==> src/verilog/ofd_regs.svh <==
// register offsets, field positions, reset values and timing counts
// Operation
// - access bit clear: access RAM, bank ignored
// - access bit set: bank select forms address
// - three-bit field picks bit zero to seven
// - destination bit: accumulator or file register
// - file operand is eight-bit address
// - pointer load uses two-bit pointer selector
// - register move source is twelve bits
// - register move target is twelve bits
// - literals are 8, 12 or 20 bits
// - two-bit table pointer step mode field
// - relative branches signed, call/goto absolute
// - fast bit clear leaves shadows alone
// - fast bit set saves/restores shadow copies
// - twenty-one-bit table pointer
// - don't-care bits never change decoding
// - seven-bit source and target index offsets
// - five ALU status flags kept
// - product split into high and low bytes
// - lone second word runs as no-operation
// - instruction cycle is four oscillator periods
`ifndef OFD_REGS_SVH
`define OFD_REGS_SVH
// ==========================================================
// register word indices (byte address = index * 4)
`define OFD_R_INSTR   4'h0
`define OFD_R_ACC     4'h1
`define OFD_R_BANK    4'h2
`define OFD_R_FLAGS   4'h3
`define OFD_R_TABLE_POINTER  4'h4
`define OFD_R_TBLLAT  4'h5
`define OFD_R_PROD    4'h6
`define OFD_R_FILE    4'h7
`define OFD_R_ADDR    4'h8
`define OFD_R_MOVE    4'h9
`define OFD_R_LIT     4'ha
`define OFD_R_INDEX   4'hb
`define OFD_R_SHADOW  4'hc
`define OFD_R_STAT    4'hd
`define OFD_R_PC      4'he
`define OFD_R_PROG    4'hf
// ==========================================================
// flag positions
`define OFD_F_C   0
`define OFD_F_DC  1
`define OFD_F_Z   2
`define OFD_F_OV  3
`define OFD_F_N   4
// ==========================================================
// reset values and access region split
`define OFD_RST_BYTE    8'h00
`define OFD_RST_BANK    4'h0
`define OFD_RST_FLAGS   5'h00
`define OFD_RST_PTR     21'h000000
`define OFD_ACC_SPLIT   8'h80
`define OFD_ACC_HIBANK  4'hf
// ==========================================================
// timing
`define OFD_CLK_NS      5
`define OFD_OSC_NS      5
`define OFD_OSC_CLKS    (`OFD_OSC_NS / `OFD_CLK_NS)
`endif
==> src/verilog/ofd_pkg.sv <==
// types shared by the operand field decoder
package ofd_pkg;
	typedef enum logic [4:0] {
		OFD_IDLE = 5'h01,
		OFD_Q1   = 5'h02,
		OFD_Q2   = 5'h04,
		OFD_Q3   = 5'h08,
		OFD_Q4   = 5'h10
	} ofd_phase_t;
	typedef enum logic [1:0] {
		OFD_STEP_NONE = 2'h0,
		OFD_STEP_PINC = 2'h1,
		OFD_STEP_PDEC = 2'h2,
		OFD_STEP_PRE  = 2'h3
	} ofd_step_t;
	typedef enum logic [1:0] {
		OFD_LIT8  = 2'h0,
		OFD_LIT12 = 2'h1,
		OFD_LIT20 = 2'h2
	} ofd_litw_t;
endpackage

==> src/verilog/ofd_core.sv <==
// operand field decoder core with its axi4-lite register slave
`timescale 1ns/1ps
`default_nettype none
`include "ofd_regs.svh"
module ofd_core (
	// clock and reset
	input  wire logic        i_clk,
	input  wire logic        i_rstn,
	// write address
	input  wire logic [7:0]  i_s_axi_awaddr,
	input  wire logic        i_s_axi_awvalid,
	output logic             o_s_axi_awready,
	// write data
	input  wire logic [31:0] i_s_axi_wdata,
	input  wire logic [3:0]  i_s_axi_wstrb,
	input  wire logic        i_s_axi_wvalid,
	output logic             o_s_axi_wready,
	// write response
	output logic [1:0]       o_s_axi_bresp,
	output logic             o_s_axi_bvalid,
	input  wire logic        i_s_axi_bready,
	// read address
	input  wire logic [7:0]  i_s_axi_araddr,
	input  wire logic        i_s_axi_arvalid,
	output logic             o_s_axi_arready,
	// read data
	output logic [31:0]      o_s_axi_rdata,
	output logic [1:0]       o_s_axi_rresp,
	output logic             o_s_axi_rvalid,
	input  wire logic        i_s_axi_rready
);
	import ofd_pkg::*;

	function automatic logic ofd_hit(input logic [7:0] a,
		input logic [3:0] r);
		return (a[7:6] == 2'h0) && (a[5:2] == r);
	endfunction

	function automatic logic [31:0] ofd_merge(input logic [31:0] o,
		input logic [31:0] n, input logic [3:0] be);
		logic [31:0] r;
		r = o;
		for (int i = 0; i < 4; i++) begin
			if (be[i]) begin
				r[8*i +: 8] = n[8*i +: 8];
			end
		end
		return r;
	endfunction

	// data memory address from access bit, file operand and bank
	function automatic logic [11:0] ofd_dmem(input logic a,
		input logic [7:0] f, input logic [3:0] bank);
		if (a) begin
			return {bank, f};
		end
		if (f < `OFD_ACC_SPLIT) begin
			return {4'h0, f};
		end
		return {`OFD_ACC_HIBANK, f};
	endfunction

	// ==========================================================
	// state
	ofd_phase_t  phase_q;
	logic [3:0]  div_q;
	logic        osc_tick, ex;
	logic [15:0] instr_q, first_q;
	logic        pend_q, nop_q;
	logic [7:0]  acc_q, file_q, tbllat_q, prog_q;
	logic [3:0]  bank_q, sh_bank_q;
	logic [4:0]  flags_q, sh_flags_q;
	logic [7:0]  sh_acc_q;
	logic [20:0] table_pointer_q, pc_q;
	logic [15:0] prod_q;
	logic [11:0] addr_q, src_q, dst_q;
	logic [2:0]  bitpos_q;
	logic        dest_q;
	logic [1:0]  fsr_q, step_q;
	logic [19:0] lit_q;
	ofd_litw_t   litw_q;
	logic [6:0]  zs_q, zd_q;

	// ==========================================================
	// bus slave
	logic        bvalid_q, rvalid_q;
	logic [1:0]  bresp_q, rresp_q;
	logic [31:0] rdata_q;
	logic [31:0] regv [0:15];
	logic        wr_en, rd_en;
	logic [31:0] wv;

	// both channels must be present; a lone one simply waits
	assign wr_en = i_s_axi_awvalid & i_s_axi_wvalid & ~bvalid_q;
	assign rd_en = i_s_axi_arvalid & ~rvalid_q;
	assign o_s_axi_awready = wr_en;
	assign o_s_axi_wready  = wr_en;
	assign o_s_axi_arready = rd_en;
	assign o_s_axi_bvalid  = bvalid_q;
	assign o_s_axi_bresp   = bresp_q;
	assign o_s_axi_rvalid  = rvalid_q;
	assign o_s_axi_rresp   = rresp_q;
	assign o_s_axi_rdata   = rdata_q;
	assign wv = ofd_merge(regv[i_s_axi_awaddr[5:2]], i_s_axi_wdata,
		i_s_axi_wstrb);

	always_comb begin
		regv[`OFD_R_INSTR]  = {16'h0, instr_q};
		regv[`OFD_R_ACC]    = {24'h0, acc_q};
		regv[`OFD_R_BANK]   = {28'h0, bank_q};
		regv[`OFD_R_FLAGS]  = {27'h0, flags_q};
		regv[`OFD_R_TABLE_POINTER] = {11'h0, table_pointer_q};
		regv[`OFD_R_TBLLAT] = {24'h0, tbllat_q};
		regv[`OFD_R_PROD]   = {16'h0, prod_q};
		regv[`OFD_R_FILE]   = {24'h0, file_q};
		regv[`OFD_R_ADDR]   = {14'h0, fsr_q, dest_q, bitpos_q, addr_q};
		regv[`OFD_R_MOVE]   = {8'h0, dst_q, src_q};
		regv[`OFD_R_LIT]    = {10'h0, litw_q, lit_q};
		regv[`OFD_R_INDEX]  = {17'h0, zd_q, 1'b0, zs_q};
		regv[`OFD_R_SHADOW] = {15'h0, sh_flags_q, sh_bank_q, sh_acc_q};
		regv[`OFD_R_STAT]   = {26'h0, step_q, 1'b0, nop_q, pend_q,
			phase_q != OFD_IDLE};
		regv[`OFD_R_PC]     = {11'h0, pc_q};
		regv[`OFD_R_PROG]   = {24'h0, prog_q};
	end

	always_ff @(posedge i_clk) begin
		if (!i_rstn) begin
			bvalid_q <= 1'b0;
			bresp_q  <= 2'h0;
		end else if (wr_en) begin
			bvalid_q <= 1'b1;
			bresp_q  <= (i_s_axi_awaddr[7:6] == 2'h0) ? 2'h0 : 2'h2;
		end else if (i_s_axi_bready) begin
			bvalid_q <= 1'b0;
		end
	end

	always_ff @(posedge i_clk) begin
		if (!i_rstn) begin
			rvalid_q <= 1'b0;
			rresp_q  <= 2'h0;
			rdata_q  <= 32'h0;
		end else if (rd_en) begin
			rvalid_q <= 1'b1;
			// unmapped reads answer slverr with zero data
			if (i_s_axi_araddr[7:6] == 2'h0) begin
				rresp_q <= 2'h0;
				rdata_q <= regv[i_s_axi_araddr[5:2]];
			end else begin
				rresp_q <= 2'h2;
				rdata_q <= 32'h0;
			end
		end else if (i_s_axi_rready) begin
			rvalid_q <= 1'b0;
		end
	end

	// ==========================================================
	// instruction cycle sequencer
	always_ff @(posedge i_clk) begin
		if (!i_rstn) begin
			div_q <= 4'h0;
		end else if (osc_tick) begin
			div_q <= 4'h0;
		end else begin
			div_q <= div_q + 4'h1;
		end
	end
	assign osc_tick = (div_q == 4'(`OFD_OSC_CLKS - 1));
	assign ex = osc_tick && (phase_q == OFD_Q4);

	always_ff @(posedge i_clk) begin
		if (!i_rstn) begin
			phase_q <= OFD_IDLE;
		end else begin
			unique case (phase_q)
				OFD_IDLE: begin
					if (wr_en && ofd_hit(i_s_axi_awaddr, `OFD_R_INSTR)) begin
						phase_q <= OFD_Q1;
					end
				end
				OFD_Q1: if (osc_tick) phase_q <= OFD_Q2;
				OFD_Q2: if (osc_tick) phase_q <= OFD_Q3;
				OFD_Q3: if (osc_tick) phase_q <= OFD_Q4;
				OFD_Q4: if (osc_tick) phase_q <= OFD_IDLE;
				default: phase_q <= OFD_IDLE;
			endcase
		end
	end

	// words written while busy are dropped
	always_ff @(posedge i_clk) begin
		if (!i_rstn) begin
			instr_q <= 16'h0;
		end else if (wr_en && phase_q == OFD_IDLE &&
			ofd_hit(i_s_axi_awaddr, `OFD_R_INSTR)) begin
			instr_q <= wv[15:0];
		end
	end

	// ==========================================================
	// decode; only the bits each form defines are compared
	logic op_add, op_mul, op_bset, op_bclr, op_lit, op_tbl, op_ret;
	logic op_bra, op_first, is_sec, done2;
	logic f_movff, f_call, f_goto, f_lfsr, f_movs;
	logic [8:0]  sum9;
	logic [4:0]  sum_lo;
	logic [20:0] tbl_nx;

	assign op_add   = instr_q[15:10] == 6'b001001;
	assign op_mul   = instr_q[15:9] == 7'b0000001;
	assign op_bset  = instr_q[15:12] == 4'b1000;
	assign op_bclr  = instr_q[15:12] == 4'b1001;
	assign op_lit   = instr_q[15:8] == 8'h0e;
	assign op_tbl   = instr_q[15:3] == 13'h0001;
	assign op_ret   = instr_q[15:1] == 15'h0009;
	assign op_bra   = instr_q[15:11] == 5'b11010;
	assign op_first = instr_q[15:12] == 4'hc ||
		instr_q[15:9] == 7'b1110110 || instr_q[15:8] == 8'hef ||
		instr_q[15:6] == 10'b1110111000 || instr_q[15:8] == 8'heb;
	assign is_sec   = instr_q[15:12] == 4'hf;
	assign done2    = ex && pend_q && is_sec;
	assign f_movff  = first_q[15:12] == 4'hc;
	assign f_call   = first_q[15:9] == 7'b1110110;
	assign f_goto   = first_q[15:8] == 8'hef;
	assign f_lfsr   = first_q[15:6] == 10'b1110111000;
	assign f_movs   = first_q[15:8] == 8'heb;

	assign sum9   = {1'b0, acc_q} + {1'b0, file_q};
	assign sum_lo = {1'b0, acc_q[3:0]} + {1'b0, file_q[3:0]};
	always_comb begin
		unique case (ofd_step_t'(instr_q[1:0]))
			OFD_STEP_NONE: tbl_nx = table_pointer_q;
			OFD_STEP_PDEC: tbl_nx = table_pointer_q - 21'h1;
			default:       tbl_nx = table_pointer_q + 21'h1;
		endcase
	end

	// ==========================================================
	// two-word tracking; a stray second word is a no-operation
	always_ff @(posedge i_clk) begin
		if (!i_rstn) begin
			pend_q  <= 1'b0;
			first_q <= 16'h0;
			nop_q   <= 1'b0;
		end else if (ex) begin
			pend_q  <= op_first;
			nop_q   <= is_sec && !pend_q;
			if (op_first) begin
				first_q <= instr_q;
			end
		end
	end

	// ==========================================================
	// operand field capture
	always_ff @(posedge i_clk) begin
		if (!i_rstn) begin
			addr_q   <= 12'h0;
			bitpos_q <= 3'h0;
			dest_q   <= 1'b0;
		end else if (ex && (op_add || op_mul || op_bset || op_bclr)) begin
			addr_q   <= ofd_dmem(instr_q[8], instr_q[7:0], bank_q);
			bitpos_q <= instr_q[11:9];
			dest_q   <= instr_q[9];
		end
	end

	always_ff @(posedge i_clk) begin
		if (!i_rstn) begin
			src_q <= 12'h0;
			dst_q <= 12'h0;
			zs_q  <= 7'h0;
			zd_q  <= 7'h0;
			fsr_q <= 2'h0;
		end else if (done2) begin
			if (f_movff) begin
				src_q <= first_q[11:0];
				dst_q <= instr_q[11:0];
			end
			if (f_movs) begin
				zs_q <= first_q[6:0];
				if (first_q[7]) begin
					zd_q <= instr_q[6:0];
				end else begin
					dst_q <= instr_q[11:0];
				end
			end
			if (f_lfsr) begin
				fsr_q <= first_q[5:4];
			end
		end
	end

	always_ff @(posedge i_clk) begin
		if (!i_rstn) begin
			lit_q  <= 20'h0;
			litw_q <= OFD_LIT8;
		end else if (ex && op_lit) begin
			lit_q  <= {12'h0, instr_q[7:0]};
			litw_q <= OFD_LIT8;
		end else if (done2 && f_lfsr) begin
			lit_q  <= {8'h0, first_q[3:0], instr_q[7:0]};
			litw_q <= OFD_LIT12;
		end else if (done2 && (f_call || f_goto)) begin
			lit_q  <= {instr_q[11:0], first_q[7:0]};
			litw_q <= OFD_LIT20;
		end
	end

	// ==========================================================
	// program counter; one word is two bytes
	always_ff @(posedge i_clk) begin
		if (!i_rstn) begin
			pc_q <= `OFD_RST_PTR;
		end else if (done2 && (f_call || f_goto)) begin
			pc_q <= {instr_q[11:0], first_q[7:0], 1'b0};
		end else if (ex && op_bra) begin
			pc_q <= pc_q + 21'h2 +
				{{9{instr_q[10]}}, instr_q[10:0], 1'b0};
		end else if (ex) begin
			pc_q <= pc_q + 21'h2;
		end else if (wr_en && ofd_hit(i_s_axi_awaddr, `OFD_R_PC)) begin
			pc_q <= wv[20:0];
		end
	end

	// ==========================================================
	// core registers; execution wins over a bus write
	always_ff @(posedge i_clk) begin
		if (!i_rstn) begin
			acc_q <= `OFD_RST_BYTE;
		end else if (ex && op_lit) begin
			acc_q <= instr_q[7:0];
		end else if (ex && op_add && !instr_q[9]) begin
			acc_q <= sum9[7:0];
		end else if (ex && op_ret && instr_q[0]) begin
			acc_q <= sh_acc_q;
		end else if (wr_en && ofd_hit(i_s_axi_awaddr, `OFD_R_ACC)) begin
			acc_q <= wv[7:0];
		end
	end

	always_ff @(posedge i_clk) begin
		if (!i_rstn) begin
			file_q <= `OFD_RST_BYTE;
		end else if (ex && op_add && instr_q[9]) begin
			file_q <= sum9[7:0];
		end else if (ex && (op_bset || op_bclr)) begin
			file_q[instr_q[11:9]] <= op_bset;
		end else if (wr_en && ofd_hit(i_s_axi_awaddr, `OFD_R_FILE)) begin
			file_q <= wv[7:0];
		end
	end

	always_ff @(posedge i_clk) begin
		if (!i_rstn) begin
			bank_q <= `OFD_RST_BANK;
		end else if (ex && op_ret && instr_q[0]) begin
			bank_q <= sh_bank_q;
		end else if (wr_en && ofd_hit(i_s_axi_awaddr, `OFD_R_BANK)) begin
			bank_q <= wv[3:0];
		end
	end

	always_ff @(posedge i_clk) begin
		if (!i_rstn) begin
			flags_q <= `OFD_RST_FLAGS;
		end else if (ex && op_add) begin
			flags_q[`OFD_F_C]  <= sum9[8];
			flags_q[`OFD_F_DC] <= sum_lo[4];
			flags_q[`OFD_F_Z]  <= sum9[7:0] == 8'h00;
			flags_q[`OFD_F_OV] <= (acc_q[7] == file_q[7]) &&
				(sum9[7] != acc_q[7]);
			flags_q[`OFD_F_N]  <= sum9[7];
		end else if (ex && op_ret && instr_q[0]) begin
			flags_q <= sh_flags_q;
		end else if (wr_en && ofd_hit(i_s_axi_awaddr, `OFD_R_FLAGS)) begin
			flags_q <= wv[4:0];
		end
	end

	// shadows move only on a fast call
	always_ff @(posedge i_clk) begin
		if (!i_rstn) begin
			sh_acc_q   <= `OFD_RST_BYTE;
			sh_bank_q  <= `OFD_RST_BANK;
			sh_flags_q <= `OFD_RST_FLAGS;
		end else if (done2 && f_call && first_q[8]) begin
			sh_acc_q   <= acc_q;
			sh_bank_q  <= bank_q;
			sh_flags_q <= flags_q;
		end
	end

	always_ff @(posedge i_clk) begin
		if (!i_rstn) begin
			prod_q <= 16'h0;
		end else if (ex && op_mul) begin
			prod_q <= 16'(acc_q) * 16'(file_q);
		end
	end

	// ==========================================================
	// table transfers against the program byte register
	always_ff @(posedge i_clk) begin
		if (!i_rstn) begin
			table_pointer_q <= `OFD_RST_PTR;
			step_q   <= 2'h0;
		end else if (ex && op_tbl) begin
			table_pointer_q <= tbl_nx;
			step_q   <= instr_q[1:0];
		end else if (wr_en && ofd_hit(i_s_axi_awaddr, `OFD_R_TABLE_POINTER)) begin
			table_pointer_q <= wv[20:0];
		end
	end

	always_ff @(posedge i_clk) begin
		if (!i_rstn) begin
			tbllat_q <= `OFD_RST_BYTE;
		end else if (ex && op_tbl && !instr_q[2]) begin
			tbllat_q <= prog_q;
		end else if (wr_en && ofd_hit(i_s_axi_awaddr, `OFD_R_TBLLAT)) begin
			tbllat_q <= wv[7:0];
		end
	end

	always_ff @(posedge i_clk) begin
		if (!i_rstn) begin
			prog_q <= `OFD_RST_BYTE;
		end else if (ex && op_tbl && instr_q[2]) begin
			prog_q <= tbllat_q;
		end else if (wr_en && ofd_hit(i_s_axi_awaddr, `OFD_R_PROG)) begin
			prog_q <= wv[7:0];
		end
	end
endmodule
`default_nettype wire

==> config.mk <==
export PLATFORM = sky130hd
export DESIGN_NAME = ofd_core
export DESIGN_NICKNAME = d
export VERILOG_FILES = /design/src/verilog/ofd_pkg.sv /design/src/verilog/ofd_core.sv
export VERILOG_INCLUDE_DIRS = /design/src /design/src/verilog
export SDC_FILE = /design/constraint.sdc
export NUM_CORES = 1
export LEC_CHECK = 0
export BUFFER_PORTS_ARGS = -buffer_cell sky130_fd_sc_hd__buf_2
export CAP_MARGIN = 10
export CORE_UTILIZATION = 45
export CTS_CLUSTER_DIAMETER = 80
export CTS_CLUSTER_SIZE = 14
export DETAILED_ROUTE_END_ITERATION = 12
export SLEW_MARGIN = 5
export SYNTH_ARGS = -nofsm -noshare
export SYNTH_HDL_FRONTEND = slang
export SYNTH_SLANG_ARGS = --single-unit
==> constraint.sdc <==
create_clock -name i_clk -period 6.6 [get_ports i_clk]
set_input_delay 0.66 -clock i_clk [delete_from_list [all_inputs] [get_ports i_clk]]
set_output_delay 0.66 -clock i_clk [all_outputs]
set_load 0.01 [all_outputs]
==> run_results.csv, run 1 <==
group,metric,value,unit
run_status,status,"finished clean",
pwr,ir_drop,161,uV
floorplanning,die_w,211,um
grt,grt_pass1_wl,117000,um
floorplanning,core,43200,um^2
grt,track_usage,35.0,%
worst_setup_path,start_kind,"flop",
synthesis,synth_area,19700,um^2
cells_and_area,layout_common_cells,"366 x nand2_1, 266 x dfxtp_1, 252 x a21oi_1",
floorplanning,die_h,211,um
worst_setup_path,crit_type,"reg -> reg",
hold_path,min_path_type,"in -> reg",
detailed_routing,dr.pass1.iters,6,
cts,cts_hold_buf,0,
pwr,total_power,3.38,mW
pwr,comb_power_share,7.8,%
detailed_routing,wl,78300,um
timing,slew_headroom,7.30,%
cts,post_cts.repair.setup_buffers,0,
worst_setup_path,crit_required,7.04,ns
timing,max_freq,0.218,GHz
worst_setup_path,setup.worst_path.end_class,"flop",
cts,cts.sinks,266,
synthesis,yosysUniqueCellTypes,89,
timing,fin_crit_sh,69.7,%
detailed_routing,drtIter0Drc,2713,
synthesis,synthCells,2481,
timing,fin_crit,4.60,ns
cells_and_area,layout-drive-gt1-share,11.3,%
synthesis,synth_largest_area_cell,"dfxtp_1",
synthesis,ys.flop_type,"dfxtp_1",
cts,cts_tree,"yes",
timing,hold_ws,0.377,ns
synthesis,seq_area_frac_synth,27.0,%
placed_design,port_buffers,73,
cells_and_area,syn_to_final_growth,7.14,%
synthesis,yosys-top-cells-area,"dfxtp_1 27%, nand2_1 7.0%, mux4_2 7.0%",
worst_setup_path,timing.rr.end,"prod_q[15]$_SDFFE_PN0P_",
worst_setup_path,reg2reg_slack,2.00,ns
timing,drv_slew,0,
cells_and_area,final_core_util,49.0,%
cells_and_area,fillers,4240,
synthesis,async_flop_share,0,%
worst_setup_path,worstPathArrival,5.03,ns
worst_setup_path,reg2reg_depth,16,
timing,rsz0062_at_grt,"false",
cts,cts-root-buf,"clkbuf_16",
floorplanning,die_area,44700,um^2
cts,cts.repair.resized,0,
grt,grt_pass1_vias,18100,
worst_setup_path,endpoint,"prod_q[15]$_SDFFE_PN0P_",
synthesis,syn_avg_cell_area,7.96,um^2
worst_setup_path,r2r_start,"acc_q[4]$_SDFFE_PN0P_",
grt,antenna_found_initial,1,
pwr,leakagePower,8.41,nW
pwr,power_frac_seq,47.7,%
cts,worstSkewPairLatency,0.57,ns
detailed_routing,vias,19700,
pwr,power_density,160,nW/um^2
detailed_routing,ant_nets,0,
floorplanning,io_pins,100,
detailed_routing,drc,0,
worst_setup_path,startpoint,"acc_q[4]$_SDFFE_PN0P_",
floorplanning,row_count,76,
synthesis,synth-warning-count,0,
detailed_routing,wire_per_inst,25.8,um
cts,clk_pin_slew,0.07,ns
run,cap_violations,0,
placed_design,gp_congestion,0.965,
pwr,p_int,2.50,mW
synthesis,synth_top_cell_area_share,27.0,%
timing,setup_viol,0,
worst_setup_path,cp_max_fo,12,
synthesis,ys_seq_elements,266,
detailed_routing,vias_per_cell,6.48,
grt,grt_max_degree,100,
timing,skew,0.0256,ns
cts,cts_buffers,25,
placed_design,dpl.hpwl,56700,um
grt,gr-total-overflow,0,
timing,finalSetupTns,0,ns
cts,cts_buffer_depth,3,
cells_and_area,finalNonFillerCells,3036,
floorplanning,start_util,45.7,%
cells_and_area,nets,2624,
synthesis,synth_edf_count,0,
cts,cts_max_level,1,
timing,worst_slew_pin_slew,1.38,ns
pwr,p_sw,0.887,mW
timing,hold_viol,0,
cells_and_area,mostFrequentLayoutCell,"nand2_1",
pwr,p_clk_share,44.6,%
pwr,swShare,26.2,%
placed_design,dp_cells,2999,
## state kept, by name (all words and copies together), names as in the netlist, 12 cells and up
name and cells:
addr_q 12, pc_q 21, instr_q 16, prod_q 16, first_q 16, lit_q 20, src_q 12, table_pointer_q 21
o_s_axi_rdata 24, dst_q 12
## worst max-delay path, stage by stage, from the launching register on
cell and delay [ns]:
dfxtp_1 0.69, nand2_1 0.15, fa_1 0.51, fa_1 0.55, inv_1 0.05, fa_1 0.47, inv_1 0.05, fa_1 0.47
inv_1 0.04, ha_1 0.28, inv_1 0.06, a21oi_1 0.19, o211ai_1 0.14, a21oi_1 0.22, nor3_1 0.11, o21a_1 0.19
o311a_1 0.32
## power groups by stage
| stage | Clock, mW | Sequential [mW] | Combinational (mW) |
|---|---|---|---|
| after detailed placement | 0 | 1.65 | 0.252 |
| after floorplan | 0 | 1.65 | 0.160 |
| after global routing | 1.58 | 1.61 | 0.271 |
| final | 1.51 | 1.61 | 0.263 |
| after CTS | 1.52 | 1.61 | 0.253 |
| after global placement | 0 | 1.65 | 0.251 |
## cells by family after synthesis
family	Yosys count	synth area share [%]
buffers and inverters	294	6.31
adders and majority gates	124	9.34
other	1	0.0190
DFF	266	27.0
and+or+nand+nor	912	21.4
muxes	169	12.6
AOI/OAI and AO/OA	651	20.5
xor gates and xnor gates	64	2.84
## how the worst min path moves through the flow
| stage | startpoint | end | depth (start not counted) |
|---|---|---|---|
| after floorplan | first_q[15]$_SDFFE_PN0P_ | first_q[15]$_SDFFE_PN0P_ | 2 |
| after global placement | first_q[15]$_SDFFE_PN0P_ | first_q[15]$_SDFFE_PN0P_ | 2 |
| after detailed placement | first_q[14]$_SDFFE_PN0P_ | first_q[14]$_SDFFE_PN0P_ | 2 |
| after CTS | i_s_axi_rready | o_s_axi_rvalid$_SDFFE_PN0P_ | 3 |
| after global routing | i_s_axi_rready | o_s_axi_rvalid$_SDFFE_PN0P_ | 3 |
| final | i_s_axi_rready | o_s_axi_rvalid$_SDFFE_PN0P_ | 3 |
## routing by layer
metal | wire length (um) | global-route usage (%) | up-vias
li1 | - | - | 8760
met1 | 31900 | 49.0 | 9486
met2 | 32900 | 51.8 | 1219
met3 | 9520 | 7.11 | 218
met4 | 4030 | 15.2 | 2
met5 | 18 | 0 | -
## synth_stat cells, drive strengths merged, types with 9 or more instances
library cell    n
a211oi         35
a21o           16
a21oi         252
a221oi         17
a22oi          33
a31oi          32
and2           63
and3           19
buf            58
clkbuf        133
dfxtp         266
fa             39
ha             85
inv           103
mux2           24
mux2i          84
mux4           61
nand2         367
nand2b         21
nand3          65
nand4          14
nor2          227
nor2b          12
nor3           50
nor4           15
o211ai         18
o21a           13
o21ai         122
o221ai         13
o22ai          17
o31ai           9
or2            10
or3            20
xnor2          38
xor2           26
## metrics by stage
step,setup WS [ns],instance area [um^2]
final,2.00,21100
after global routing,1.73,21100
after CTS,1.97,21100
after detailed placement,1.99,20400
after global placement,2.05,20400
after floorplan,2.40,19800
## cell type report
type                    count  area, um^2  area share, %
multi-input cells        1930       13200           62.6
inverters                 103         392           1.85
well taps                 585         732           3.46
repair buffers            115         683           3.23
flip-flops and latches    266        5330           25.2
clock inverters             9         136          0.645
diodes                      1        2.50         0.0118
clock buffers              27         643           3.04
Note: power is estimated with default switching activity, not from simulation.
==> run 2, diff against run 1 <==
- clock period: 6.6 -> 3.8 ns (I/O delays scaled with it)
==> run_results.csv, run 2 (same netlist as run 1, synthesis figures left out) <==
group,metric,value,unit
detailed_routing,wl_met3,10000,um
worst_setup_path,setup.worst_path.end_class,"flop",
cts,cts_max_level,1,
run_status,violations,"setup timing",
grt,grt_pass1_wl,124000,um
cells_and_area,mostFrequentLayoutCell,"nand2_1",
cells_and_area,layout-drive-gt1-share,18.0,%
timing,rsz0062_at_grt,"true",
pwr,p_clk_share,43.0,%
pwr,power_frac_seq,48.5,%
placed_design,port_buffers,73,
detailed_routing,wl,84000,um
worst_setup_path,cp_common_cell,"fa_1",
pwr,comb_power_share,8.6,%
detailed_routing,vias,20200,
timing,slew_headroom,28.5,%
detailed_routing,wl_met1,34100,um
cells_and_area,final_core_util,52.1,%
floorplanning,die_h,211,um
cts,cts-root-buf,"clkbuf_16",
cells_and_area,regArea,5360,um^2
cts,worstSkewPairLatency,0.59,ns
cells_and_area,nets,2770,
worst_setup_path,cp_cell_sequence,"nand2_4 -> fa_1 -> fa_1 -> inv_1 -> fa_1 -> inv_1 -> fa_1 -> inv_2 -> ha_4 -> inv_4 -> a21oi_4 -> o211ai_1 -> a21oi_2 -> nor3_2 -> o21a_1 -> o311a_1",
timing,skew,0.0144,ns
grt,grt_max_degree,68,
timing,setup_ws,-0.213,ns
run,cap_violations,0,
worst_setup_path,max_stage_delay,0.52,ns
worst_setup_path,cp_max_fo,6,
grt,grt_pass1_vias,18900,
timing,fin_crit,4.01,ns
worst_setup_path,crit_type,"reg -> reg",
pwr,p_int,4.21,mW
cts,cts.sinks,266,
timing,hold_viol,0,
grt,gr-total-overflow,0,
worst_setup_path,start_kind,"flop",
floorplanning,io_pins,100,
detailed_routing,wl_met2,35300,um
cts,cts_buffers,25,
worst_setup_path,worstPathArrival,4.48,ns
worst_setup_path,slowest_stage,"fa_1",
cells_and_area,syn_to_final_growth,14.0,%
cells_and_area,layout_common_cells,"363 x nand2_1, 256 x dfxtp_1, 246 x a21oi_1",
cts,cts_tree,"yes",
placed_design,placed_cell_area,21500,um^2
pwr,p_sw,1.56,mW
pwr,swShare,27.0,%
floorplanning,die_w,211,um
timing,fin_crit_sh,106,%
grt,track_usage,37.3,%
hold_path,min_path_type,"in -> reg",
detailed_routing,wire_per_inst,26.4,um
worst_setup_path,crit_required,4.27,ns
timing,drv_slew,0,
cells_and_area,finalNonFillerCells,3183,
detailed_routing,ant_nets,0,
floorplanning,row_count,76,
cts,clk_pin_slew,0.07,ns
grt,antenna_found_initial,4,
detailed_routing,vias_per_cell,6.34,
cells_and_area,final_cell_area,22500,um^2
cells_and_area,fillers,4223,
floorplanning,start_util,45.7,%
pwr,power_density,256,nW/um^2
cts,cts_buffer_depth,3,
placed_design,dp_cells,3136,
placed_design,dpl.hpwl,64000,um
placed_design,gp_congestion,1.02,
pwr,ir_drop,410,uV
pwr,leakagePower,9.16,nW
timing,worst_slew_pin_slew,1.06,ns
detailed_routing,drtIter0Drc,2971,
placed_design,dpl_worst_slack,-0.439,ns
floorplanning,die_area,44700,um^2
floorplanning,core,43200,um^2
detailed_routing,dr.pass1.iters,7,
cells_and_area,largest_reg_flops,24,
timing,setup_viol,7,
detailed_routing,highest_layer,"met5",
detailed_routing,drc,0,
timing,max_freq,0.249,GHz
cells_and_area,multi_input_area,13500,um^2
run_status,status,"finished, violations left",
[run 2: cell types whose count changed in the layout (fill, tap and decap cells not counted), moves of 4 or more]
cell / change
ha_1: -9
dfxtp_4: +7
inv_1: -4
fa_2: +4
dfxtp_1: -10
a21oi_2: +4
ha_4: +6
buf_4: +139
fa_1: -4
and2_4: +4
and2_1: -4
a21oi_1: -6
[run 2: final cells by class]
class                           count  share of cell area, %
Multi-Input combinational cell   1930                   59.8
Sequential cell                   266                   23.8
Timing Repair Buffer              261                   8.11
Tap cell                          585                   3.25
Clock buffer                       28                   2.83
Inverter                          103                   1.75
Clock inverter                      8                  0.434
Antenna cell                        2                 0.0222
[run 2: power groups by stage]
stage               Sequential, mW  Clock, mW  Combinational [mW]
global route                  2.80       2.60               0.508
detailed placement            2.86          0               0.473
CTS                           2.80       2.51               0.475
floorplan                     2.86          0               0.279
finish                        2.80       2.48               0.494
global placement              2.86          0               0.472
[run 2: repair_timing]
item,4_1_cts,5_1_grt
hold buffers,0,0
endpoints found under the setup margin,8,10
gates resized for setup,39,20
setup buffers,6,2
endpoints found under the hold margin,0,0
pin swaps,27,13
[run 2: per-stage QoR]
stage,TNS [ns],total power [mW],hold WS [ns]
2_1_floorplan,-0.153,3.14,0.426
3_3_place_gp,-1.43,3.34,0.435
4_1_cts,-0.658,5.78,0.0474
3_5_place_dp,-1.81,3.34,0.447
5_1_grt,-2.04,5.90,0.0988
6_report,-1.01,5.77,0.0535
[run 2: path summary, 6_finish.rpt]
path / startpoint / to / slack (ns) / cells after the start
worst max-delay path: acc_q[4]$_SDFFE_PN0P_ / prod_q[15]$_SDFFE_PN0P_ / -0.21 / 16
worst min-delay path: i_s_axi_rready / o_s_axi_rvalid$_SDFFE_PN0P_ / 0.05 / 3
worst max register to register: acc_q[4]$_SDFFE_PN0P_ / prod_q[15]$_SDFFE_PN0P_ / -0.21 / 16
worst min register to register: first_q[15]$_SDFFE_PN0P_ / first_q[15]$_SDFFE_PN0P_ / 0.46 / 2
[run 2: worst max-delay path: cells and delay by family, from the launching register on]
kind | cells | cell delay [ns]
AND/OR/NAND/NOR | 2 | 0.12
flip-flops | 1 | 0.41
AO/OA/AOI/OAI | 5 | 0.92
buffers and inverters | 4 | 0.19
adder cells (fa/ha/maj) | 5 | 2.25
[run 2: layer usage]
| layer | vias to the layer above | track usage [%] |
|---|---|---|
| li1 | 9055 | - |
| met1 | 9630 | 51.8 |
| met5 | - | 0 |
| met2 | 1237 | 55.7 |
| met3 | 245 | 7.73 |
| met4 | 4 | 16.2 |
